`src/hdl/ccr_pkg.sv`:
```
// Purpose: Shared constants and types for the charger control register bank
// Assumes: 250 MHz core clock, 8-bit registers behind a two-wire serial target
// Notes: Field structs double as the carriers on the top-level ports
package ccr_pkg;

    // Register offsets and values after reset or a reset command
    localparam logic [7:0] ADDR_CTRL_B = 8'h06;
    localparam logic [7:0] ADDR_CTRL_C = 8'h07;
    localparam logic [7:0] ADDR_CTRL_D = 8'h08;
    localparam logic [7:0] RST_CTRL_B = 8'h7d;
    localparam logic [7:0] RST_CTRL_C = 8'h02;
    localparam logic [7:0] RST_CTRL_D = 8'h0d;

    // Bits that a watchdog expiry reloads; the rest keep their contents
    localparam logic [7:0] WDR_MASK_B = 8'hfc;
    localparam logic [7:0] WDR_MASK_C = 8'h70;
    localparam logic [7:0] WDR_MASK_D = 8'hff;

    // Field encodings consumed by the analog side
    localparam logic [1:0] THERM_60C = 2'h0;
    localparam logic [1:0] THERM_120C = 2'h3;
    localparam logic [1:0] TOPOFF_OFF = 2'h0;
    localparam logic [1:0] HOT_PROT_OFF = 2'h3;
    localparam logic [1:0] WARM_SUSPEND = 2'h0;
    localparam logic [1:0] COOL_SUSPEND = 2'h0;

    // Watchdog period codes and their lengths in seconds
    localparam logic [1:0] WD_OFF = 2'h0;
    localparam int WD_SEC_40 = 40;
    localparam int WD_SEC_80 = 80;
    localparam int WD_SEC_160 = 160;

    // One-second tick derived from the clock rate
    localparam int CLK_MHZ = 250;
    localparam int TICK_S = 1;
    localparam int TICK_CYCLES = TICK_S * 1_000_000 * CLK_MHZ;

    typedef struct packed {
        logic reverse_buck_enable;
        logic auto_port_detect_enable;
        logic [1:0] thermal_reg_threshold;
        logic charge_enable;
        logic precharge_exit_threshold;
        logic [1:0] recharge_offset;
    } ccr_ctrl_b_t;

    typedef struct packed {
        logic pulse_mode_disable;
        logic watchdog_kick;
        logic [1:0] topoff_duration;
        logic [3:0] min_system_voltage;
    } ccr_ctrl_c_t;

    typedef struct packed {
        logic [1:0] otg_hot_threshold;
        logic otg_cold_threshold;
        logic [1:0] warm_band_voltage_sel;
        logic warm_band_current_sel;
        logic [1:0] cool_band_current_sel;
    } ccr_ctrl_d_t;

    typedef enum logic [3:0] {
        S_IDLE, S_ADDR, S_AACK, S_REG, S_RACK, S_WDATA, S_WACK, S_RDATA, S_MACK
    } ccr_state_t;

endpackage

```
`src/hdl/ccr_top.sv`:
```
// Purpose: Charger control registers B, C, D with serial target and watchdog
// Assumes: SCL, SDA and VBUS_ATTACH are asynchronous pins; REG_RESET and
//          WD_PERIOD come from logic on CLK
// Notes: Register pointer auto-increments; unmapped offsets read 00, ignore writes
`timescale 1ns/1ps
`default_nettype none

module ccr_top #(
    parameter logic [6:0] DEV_ADDR = 7'h2a, // Arbitrary target address
    parameter int unsigned SEC_CYCLES = ccr_pkg::TICK_CYCLES
) (
    input wire logic CLK,
    input wire logic RESET_N,
    input wire logic SCL,
    input wire logic SDA_IN,
    output logic SDA_OUT,
    output logic SDA_OE_N,
    input wire logic VBUS_ATTACH,
    input wire logic REG_RESET,
    input wire logic [1:0] WD_PERIOD,
    output ccr_pkg::ccr_ctrl_b_t CTRL_B,
    output ccr_pkg::ccr_ctrl_c_t CTRL_C,
    output ccr_pkg::ccr_ctrl_d_t CTRL_D,
    output logic REVERSE_BUCK_ACTIVE,
    output logic CHARGE_ACTIVE,
    output logic DETECT_START,
    output logic WD_EXPIRED
);
    import ccr_pkg::*;

    localparam int SEC_W = $clog2(SEC_CYCLES + 1);

    logic rst_m, rst_n;
    logic scl_m, scl_s, scl_d, sda_m, sda_s, sda_d;
    logic vbus_m, vbus_s, vbus_d;
    logic i2c_start, i2c_stop, scl_rise, scl_fall, vbus_rise;
    ccr_state_t st;
    logic [3:0] cnt;
    logic [7:0] shreg, tx, ptr, wr_addr, wr_data;
    logic rw, wr_pulse;
    logic [SEC_W-1:0] sec_cnt;
    logic [7:0] wd_sec;
    logic [1:0] wd_period_d;
    logic wd_fire, wd_restart;
    logic [39:0] wd_age;

    // Byte seen by a read at the given offset
    function automatic logic [7:0] reg_read(input logic [7:0] a, input ccr_ctrl_b_t b,
                                            input ccr_ctrl_c_t c, input ccr_ctrl_d_t d);
        case (a)
            ADDR_CTRL_B: reg_read = b;
            ADDR_CTRL_C: reg_read = c;
            ADDR_CTRL_D: reg_read = d;
            default: reg_read = 8'h00;
        endcase
    endfunction

    // Put masked bits back to their reset value
    function automatic logic [7:0] reload(input logic [7:0] cur, input logic [7:0] rst,
                                          input logic [7:0] mask);
        reload = (cur & ~mask) | (rst & mask);
    endfunction

    // Watchdog length in seconds for a period code
    function automatic logic [7:0] wd_limit(input logic [1:0] code);
        case (code)
            2'h1: wd_limit = 8'(WD_SEC_40);
            2'h2: wd_limit = 8'(WD_SEC_80);
            2'h3: wd_limit = 8'(WD_SEC_160);
            default: wd_limit = 8'h00;
        endcase
    endfunction

    // Reset release through two flops; assertion stays asynchronous
    always_ff @(posedge CLK or negedge RESET_N) begin
        if (!RESET_N) begin
            rst_m <= 1'b0;
            rst_n <= 1'b0;
        end else begin
            rst_m <= 1'b1;
            rst_n <= rst_m;
        end
    end

    // Pin synchronisers; only the second stage and later are looked at
    always_ff @(posedge CLK or negedge rst_n) begin
        if (!rst_n) begin
            {scl_m, scl_s, scl_d} <= 3'h7;
            {sda_m, sda_s, sda_d} <= 3'h7;
            {vbus_m, vbus_s, vbus_d} <= 3'h0;
        end else begin
            {scl_m, scl_s, scl_d} <= {SCL, scl_m, scl_s};
            {sda_m, sda_s, sda_d} <= {SDA_IN, sda_m, sda_s};
            {vbus_m, vbus_s, vbus_d} <= {VBUS_ATTACH, vbus_m, vbus_s};
        end
    end

    // Bus conditions and edges from synchronised copies
    assign i2c_start = scl_s && scl_d && sda_d && !sda_s;
    assign i2c_stop = scl_s && scl_d && !sda_d && sda_s;
    assign scl_rise = scl_s && !scl_d;
    assign scl_fall = !scl_s && scl_d;
    assign vbus_rise = vbus_s && !vbus_d;

    // Serial target: data sampled on SCL rise, SDA changed only after SCL fall
    always_ff @(posedge CLK or negedge rst_n) begin
        if (!rst_n) begin
            st <= S_IDLE;
            cnt <= 4'h0;
            shreg <= 8'h00;
            tx <= 8'h00;
            ptr <= 8'h00;
            rw <= 1'b0;
            wr_pulse <= 1'b0;
            wr_addr <= 8'h00;
            wr_data <= 8'h00;
            SDA_OE_N <= 1'b1;
        end else begin
            wr_pulse <= 1'b0;
            if (i2c_start) begin
                st <= S_ADDR;
                cnt <= 4'h0;
                SDA_OE_N <= 1'b1;
            end else if (i2c_stop) begin
                st <= S_IDLE;
                SDA_OE_N <= 1'b1;
            end else if (scl_rise) begin
                if (st == S_ADDR || st == S_REG || st == S_WDATA) begin
                    shreg <= {shreg[6:0], sda_s};
                    cnt <= cnt + 4'h1;
                end else if (st == S_RDATA) begin
                    cnt <= cnt + 4'h1;
                end else if (st == S_MACK && sda_s) begin
                    st <= S_IDLE; // Master NACK ends the read
                end
            end else if (scl_fall) begin
                unique case (st)
                    S_IDLE: begin
                    end
                    S_ADDR: begin
                        if (cnt == 4'h8) begin
                            if (shreg[7:1] == DEV_ADDR) begin
                                st <= S_AACK;
                                rw <= shreg[0];
                                SDA_OE_N <= 1'b0;
                            end else begin
                                st <= S_IDLE;
                            end
                        end
                    end
                    S_AACK, S_MACK: begin
                        cnt <= 4'h0;
                        if (st == S_MACK || rw) begin
                            st <= S_RDATA;
                            tx <= reg_read(ptr, CTRL_B, CTRL_C, CTRL_D);
                            SDA_OE_N <= 1'(reg_read(ptr, CTRL_B, CTRL_C, CTRL_D) >> 7);
                        end else begin
                            st <= S_REG;
                            SDA_OE_N <= 1'b1;
                        end
                    end
                    S_REG: begin
                        if (cnt == 4'h8) begin
                            ptr <= shreg;
                            st <= S_RACK;
                            SDA_OE_N <= 1'b0;
                        end
                    end
                    S_RACK, S_WACK: begin
                        st <= S_WDATA;
                        cnt <= 4'h0;
                        SDA_OE_N <= 1'b1;
                    end
                    S_WDATA: begin
                        if (cnt == 4'h8) begin
                            wr_pulse <= 1'b1;
                            wr_addr <= ptr;
                            wr_data <= shreg;
                            ptr <= ptr + 8'h01;
                            st <= S_WACK;
                            SDA_OE_N <= 1'b0;
                        end
                    end
                    S_RDATA: begin
                        if (cnt == 4'h8) begin
                            st <= S_MACK;
                            ptr <= ptr + 8'h01;
                            SDA_OE_N <= 1'b1;
                        end else begin
                            SDA_OE_N <= tx[6];
                            tx <= {tx[6:0], 1'b0};
                        end
                    end
                endcase
            end
        end
    end

    // Open-drain: the driven level is always low, the enable carries data
    always_ff @(posedge CLK or negedge rst_n) begin
        if (!rst_n) begin
            SDA_OUT <= 1'b0;
        end else begin
            SDA_OUT <= 1'b0;
        end
    end

    // Register file: command reset beats a host write and expiry, a host write beats expiry
    always_ff @(posedge CLK or negedge rst_n) begin
        if (!rst_n) begin
            CTRL_B <= RST_CTRL_B;
            CTRL_C <= RST_CTRL_C;
            CTRL_D <= RST_CTRL_D;
        end else if (REG_RESET) begin
            CTRL_B <= RST_CTRL_B;
            CTRL_C <= RST_CTRL_C;
            CTRL_D <= RST_CTRL_D;
        end else begin
            if (wd_fire) begin
                CTRL_B <= reload(CTRL_B, RST_CTRL_B, WDR_MASK_B);
                CTRL_C <= reload(CTRL_C, RST_CTRL_C, WDR_MASK_C);
                CTRL_D <= reload(CTRL_D, RST_CTRL_D, WDR_MASK_D);
            end else if (CTRL_C.watchdog_kick) begin
                CTRL_C.watchdog_kick <= 1'b0;
            end
            if (wr_pulse) begin
                case (wr_addr)
                    ADDR_CTRL_B: CTRL_B <= wr_data;
                    ADDR_CTRL_C: CTRL_C <= wr_data;
                    ADDR_CTRL_D: CTRL_D <= wr_data;
                    default: begin
                    end
                endcase
            end
        end
    end

    // Watchdog restarts on kick, period change or command reset
    assign wd_restart = CTRL_C.watchdog_kick || REG_RESET || (WD_PERIOD != wd_period_d);
    assign wd_fire = (WD_PERIOD != WD_OFF) && !wd_restart && (sec_cnt == SEC_W'(SEC_CYCLES - 1))
                     && (wd_sec == wd_limit(WD_PERIOD) - 8'h01);

    // Second prescaler and second counter; the 8-bit count covers 160 s
    always_ff @(posedge CLK or negedge rst_n) begin
        if (!rst_n) begin
            sec_cnt <= '0;
            wd_sec <= 8'h00;
            wd_period_d <= WD_OFF;
            WD_EXPIRED <= 1'b0;
        end else begin
            wd_period_d <= WD_PERIOD;
            WD_EXPIRED <= wd_fire;
            if (wd_restart || wd_fire || WD_PERIOD == WD_OFF) begin
                sec_cnt <= '0;
                wd_sec <= 8'h00;
            end else if (sec_cnt == SEC_W'(SEC_CYCLES - 1)) begin
                sec_cnt <= '0;
                wd_sec <= wd_sec + 8'h01;
            end else begin
                sec_cnt <= sec_cnt + SEC_W'(1);
            end
        end
    end

    // Cycles since restart, kept apart from the prescaler that it checks
    always_ff @(posedge CLK or negedge rst_n) begin
        if (!rst_n) begin
            wd_age <= 40'h0;
        end else begin
            wd_age <= (wd_restart || wd_fire || WD_PERIOD == WD_OFF) ? 40'h0 : wd_age + 40'h1;
        end
    end

    // Mode outputs; OTG only runs while charging is not requested
    always_ff @(posedge CLK or negedge rst_n) begin
        if (!rst_n) begin
            REVERSE_BUCK_ACTIVE <= 1'b0;
            CHARGE_ACTIVE <= 1'b0;
            DETECT_START <= 1'b0;
        end else begin
            REVERSE_BUCK_ACTIVE <= CTRL_B.reverse_buck_enable && !CTRL_B.charge_enable;
            CHARGE_ACTIVE <= CTRL_B.charge_enable;
            DETECT_START <= vbus_rise && CTRL_B.auto_port_detect_enable;
        end
    end
endmodule

`default_nettype wire

```
`config.mk`:
```
export PLATFORM = sky130hd
export DESIGN_NAME = ccr_top
export DESIGN_NICKNAME = d
export VERILOG_FILES = /design/src/hdl/ccr_pkg.sv /design/src/hdl/ccr_top.sv
export SDC_FILE = /design/constraint.sdc
export NUM_CORES = 1
export LEC_CHECK = 0
export BUFFER_PORTS_ARGS = -buffer_cell sky130_fd_sc_hd__buf_2
export CORE_UTILIZATION = 55
export CTS_CLUSTER_DIAMETER = 50
export DETAILED_ROUTE_END_ITERATION = 6
export GPL_ROUTABILITY_DRIVEN = 1
export HOLD_SLACK_MARGIN = 0.15
export PLACE_DENSITY = 0.7
export SYNTH_ARGS = -nofsm -noshare
export SYNTH_HDL_FRONTEND = slang
export SYNTH_SLANG_ARGS = --single-unit
```
`constraint.sdc`:
```
create_clock -name CLK -period 4.6 [get_ports CLK]
set_clock_uncertainty 0.15 [all_clocks]
set_input_delay 0.46 -clock CLK [delete_from_list [all_inputs] [get_ports CLK]]
set_output_delay 0.46 -clock CLK [all_outputs]
set_load 0.02 [all_outputs]
```
Word-level counts from Yosys, hierarchy flattened
Index checks and enable logic that the tools add are counted.

cells by class
  bitwise gates (word level) = 3
  equality and inequality tests = 39
  reduce and logical (&&, ||, !) cells = 55
  mux-type cells = 61
  add/sub/neg operators = 5

operator list
  cell                     number
  $mux W8                  15
  $mux W4                  18
  $mux W28                 2
  $pmux W8 S3              2
  $eq A8 B3 Y1 const B     4
  $add A28 B1 Y28 const B  1
  $eq A28 B28 Y1 const B   1
  $pmux W4 S6              1
  $reduce_and A7 Y1        3
  $add A8 B1 Y8 const B    2
  $eq A4 B3 Y1 const B     4
  $eq A8 B4 Y1 const B     2
  $ne A4 B3 Y1 const B     4
  $pmux W8 S2              1
  $mux W1                  15
  $ne A5 B4 Y1 const B     3
  $logic_and A1 B1 Y1      14
  $mux W7                  2
  $pmux W7 S2              1
  $reduce_and A6 Y1        2
  $reduce_bool A2 Y1       6
  $reduce_and A9 Y1        1
  $reduce_bool A3 Y1       3
  $reduce_bool A9 Y1       1
  other kinds (30)         55

word-level totals
  output and inout port bits = 30
  flip-flop bits (word level) = 127
  input port bits = 8
  logic and storage cells = 206

Longest topological paths before layout
  word-level depth = 10
  mapped depth = 8
  depth with buffers taken out = 7

Worst setup path after synthesis
OpenSTA, ideal clock, no wires.

  path type = register -> register
  start = register scl_d
  end = register wr_addr[0]
  slack = 2.366 ns
  setup time = 0.125 ns
  clock period less this slack = 2.234 ns
  arrival = 1.959 ns
  cell stages (with the launch flop) = 8
  required time = 4.325 ns
  buffers on the path = 1
  path through = dfstp_2 -> inv_1 -> ha_1 -> nor2b_1 -> o211ai_1 -> nor3_1 -> buf_2 -> mux2_2

on the way
  cells in the longest elaborated chain, start to end = 5
  elaborated cells on any way between the ends = 12
  classes of those cells = 3 x bitwise; 9 x reduce/logical

RTL lines
  item                                                  line                           text
  start: declaration                                    ccr_top.sv:34                  logic scl_m, scl_s, scl_d, sda_m, sda_s, sda_d;
  start signal: assignment                              ccr_top.sv:92                  {scl_m, scl_s, scl_d} <= {SCL, scl_m, scl_s};
  $logic_and A1 B1 Y1                                   ccr_top.sv:99, ccr_top.sv:100
  $logic_and A1 B1 Y1 (on tied branches) (2 in series)  ccr_top.sv:100, ccr_top.sv:99
  $not A1 Y1 (no line)                                  --
  $reduce_and A6 Y1 (no line) (*)                       --
  end signal: assignment                                ccr_top.sv:177                 wr_addr <= ptr;
  end: declaration                                      ccr_top.sv:39                  logic [7:0] shreg, tx, ptr, wr_addr, wr_data;

Every way passes the cells marked *; elsewhere a longest branch is shown, timed or not.
A chain may end at the register's enable or synchronous reset.

Worst setup path after layout
  start = input WD_PERIOD[1]
  end = register wd_sec[3]

on the way
  cells in the longest elaborated chain, start to end = 9
  elaborated cells on any way between the ends = 18
  classes of those cells = 1 x add/sub; 5 x eq/ne; 2 x mux; 10 x reduce/logical

RTL lines
  item                                                                   line            text
  start: declaration                                                     ccr_top.sv:20   input wire logic [1:0] WD_PERIOD,
  parallel branches: the longest is 7 deep, another holds $sub A8 B1 Y8  --
  $logic_or A1 B1 Y1 (*)                                                 --
  $mux W8 / $reduce_bool A2 Y1 (equally long branches)                   --
  end signal: assignment                                                 ccr_top.sv:258  wd_sec <= wd_sec + 8'h01;
  end: declaration                                                       ccr_top.sv:42   logic [7:0] wd_sec;

Every way passes the cells marked *.

==> results.md <==
* Outcome: finished, final reports clean
* Max clock buf depth at 2
* # setup viols final at 0
* Design Area, Final at 7330 um^2
* Final HPWL DP at 9.88 mm
* Post-synthesis sequential area ratio at 50.1%
* Max Slew Vio Count at 0
* Max frequency at 344 MHz
* Critical path peak fanout at 13
* Crit Path Class: input pin to register
* CTS tree: built
* Worst rel slew slack at 37.4%
* Ys Warns at 0
* Internal Power at 2080 uW
* VDD IR-drop max at 0.297 mV
* RePlAce Congestion at 0.876
* Sw frac at 20.8%
* Num CTS Buffers at 17
* GRT Total Usage at 26.9%
* Die Height at 110 um
* Starting density of the core at 57.7%
* Max-cap violations at 0
* Antenna viol nets, final at 0
* Flop2flop setup slack at 1.86 ns
* Clk root buf: clkbuf_16
* ANT cells at 0
* Top FF cell, synth: dfrtp_1
* Ys async rst share at 100%
* Post-layout min period at 2.90 ns
* Measured slew at the worst slew-check pin at 0.927 ns
* Vias in the first global route at 4,714
* Final #Nets at 679
* Initial antenna violation count at 0
* Mean post-synth cell area at 10.3 um^2
* Syn_nets at 641
* Vias at 4,949
* Post-CTS setup buffer count at 0
* Pleak at 0.00308 uW
* Sink Count at 127
* Sequential power share at 44.3%
* Clock Power Share at 52.7%
* Core area at 11,100 um^2
* RSZ-0062 raised after global routing: false
* Setup TNS at 0 ns
* Reg2reg end: sec_cnt[15]
* Hold WC Path Type: input pin to asynchronous set/reset pin
* Post-Syn Instances at 619
* PwrDens at 358 nW/um^2
* R2R cell count at 6
* Yosys reg bits at 127
* DIE AREA at 12,100 um^2
* # H-tree levels at 4
* Top Ports at 38
* Largest net degree at the start of global routing at 64
* Combinational share of power at 3.0%
* DRC at 0
* Crit path required time at 4.72 ns
* Wire per inst at 18.1 um
* DRT Pass-1 Iters at 5
* Launching point of the worst reg2reg path: sec_cnt[0]
* Global route total overflow at 0
* First-pass GRT wire length at 24.5 mm
* Psw at 547 uW
* Reg clk slew, reported paths at 0.05 ns
* Total Power at 2630 uW
* Finished Core Util at 66.2%
* Cell Rows at 38
* Synth unique cells at 74
* Initial DRC Count at 485
* Vias per inst at 6.11
* Crit path DAT at 3.03 ns
* Hold Fails Final Rpt at 0
* Area after DPL at 6660 um^2
* Critical path capture point type: register
* Startpoint types: input pin
* Clock latency on the worst-skew pair at 0.42 ns
* Post-synth EDFFs at 0
* Port Buffers at 36
* Die Wd at 110 um
* Routed WL at 14.6 mm
* Final Cycle Share at 63.1%
* Cell area after synthesis at 6390 um^2
* Share of cells above drive strength 1 at 19.3%
* Hold Slack at 0.206 ns
* Area delta synth->final at 14.7%
registers in the layout (all words and copies together), names as in the netlist, 7 cells and up:
| signal | count |
|---|---|
| wd_sec | 8 |
| ptr | 8 |
| tx | 7 |
| CTRL_B | 8 |
| CTRL_C | 8 |
| wr_data | 8 |
| shreg | 8 |
| CTRL_D | 8 |
| sec_cnt | 28 |
| wr_addr | 8 |
metrics by stage:
| step | std cells | worst slack, ns |
|---|---|---|
| 5_1_grt | 810 | 1.37 |
| 2_1_floorplan | 619 | 0.679 |
| 3_5_place_dp | 772 | 1.85 |
| 3_3_place_gp | 772 | 1.97 |
| 6_report | 810 | 1.70 |
| 4_1_cts | 810 | 1.72 |
critical path, stage by stage:
cell	delay, ns
dlygate4sd3_1	0.53
buf_2	0.14
inv_1	0.09
ha_1	0.24
nor3_1	0.19
and3_1	0.47
o211ai_1	0.34
o21ai_1	0.48
a31oi_1	0.09
kinds of logic (layout without fill, tap and decap cells):
| logic type | Yosys count | after routing | share of synthesized area (%) |
|---|---|---|---|
| xor gates and xnor gates | 34 | 34 | 4.66 |
| buffers and inverters | 47 | 98 | 3.15 |
| AOI/OAI and AO/OA | 109 | 109 | 11.9 |
| and+or+nand+nor | 247 | 247 | 20.7 |
| muxes | 39 | 39 | 6.72 |
| adders and majority gates | 14 | 14 | 2.74 |
| DFF | 127 | 127 | 50.1 |
| other | 2 | 2 | 0.118 |
layer usage:
layer | vias up | GRT usage (%) | part of all wire, %
li1 | 2310 | - | -
met1 | 2422 | 39.8 | 48
met2 | 194 | 38.7 | 44
met3 | 23 | 6.70 | 6.0
met4 | 0 | 8.48 | 1.4
met5 | - | 0 | 0
Yosys cell counts (4+ instances only):
| cell | n | area [um^2] |
|---|---|---|
| dfrtp_1 | 110 | 2750 |
| nor2_1 | 66 | 248 |
| nand2_1 | 49 | 184 |
| nand3_1 | 44 | 220 |
| xnor2_1 | 26 | 228 |
| mux2_2 | 24 | 270 |
| inv_1 | 20 | 75.1 |
| o21ai_0 | 20 | 100 |
| dfstp_2 | 17 | 447 |
| a31oi_1 | 16 | 100 |
| clkbuf_1 | 16 | 60.1 |
| a21oi_1 | 15 | 75.1 |
| ha_1 | 14 | 175 |
| nor3_1 | 14 | 70.1 |
| and4_1 | 9 | 78.8 |
| nand4_1 | 9 | 56.3 |
| o22a_1 | 9 | 78.8 |
| buf_2 | 8 | 40.0 |
| mux2i_1 | 8 | 80.1 |
| xor2_1 | 8 | 70.1 |
| a22oi_1 | 7 | 52.6 |
| mux2_1 | 7 | 78.8 |
| nor4_1 | 7 | 43.8 |
| o22ai_1 | 7 | 43.8 |
| and2_1 | 6 | 37.5 |
| and3_1 | 6 | 37.5 |
| nor3b_1 | 5 | 37.5 |
| o21bai_1 | 4 | 30.0 |
layout make-up:
type	count	area (um^2)
fillers	855	3750
flip-flops and latches	127	3200
multi-input cells	445	3000
clock buffers	20	447
repair buffers	46	270
well taps	140	175
clock inverters	12	166
inverters	20	75.1
power by group through the flow:
stage	sequential, uW	clock, uW	combinational [uW]
after global routing	1170	1450	90.5
final	1160	1390	78.8
after floorplan	1180	0	47.0
after global placement	1180	0	72.8
after CTS	1160	1410	79.7
after detailed placement	1180	0	75.1
how the worst max path moves through the flow:
| stage | from | cells after the start | end |
|---|---|---|---|
| after global placement | WD_PERIOD[0] | 8 | wd_sec[2] |
| after global routing | WD_PERIOD[1] | 9 | wd_sec[6] |
| after detailed placement | WD_PERIOD[0] | 8 | wd_sec[3] |
| final | WD_PERIOD[1] | 9 | wd_sec[3] |
| after CTS | WD_PERIOD[0] | 9 | wd_sec[3] |
| after floorplan | rst_n | 0 | CHARGE_ACTIVE |
cells in the final DEF (no fill, tap or decap), types with 13 or more instances in the layout:
cell type	netlist	routed
inv_1	20	20
clkbuf_16	0	17
mux2_2	24	24
nor2_1	66	66
nor3_1	14	13
dfstp_2	17	17
ha_1	14	14
nand3_1	44	44
a31oi_1	16	16
xnor2_1	26	26
nand2_1	49	49
buf_2	8	36
o21ai_0	20	20
a21oi_1	15	15
dfrtp_1	110	109
repair_timing:
item | 4_1_cts | 5_1_grt
hold buffers | 6 | 0
endpoints found under the hold margin | 7 | 0
gates resized for setup | 0 | 0
Power figures use the tool's default switching activity.
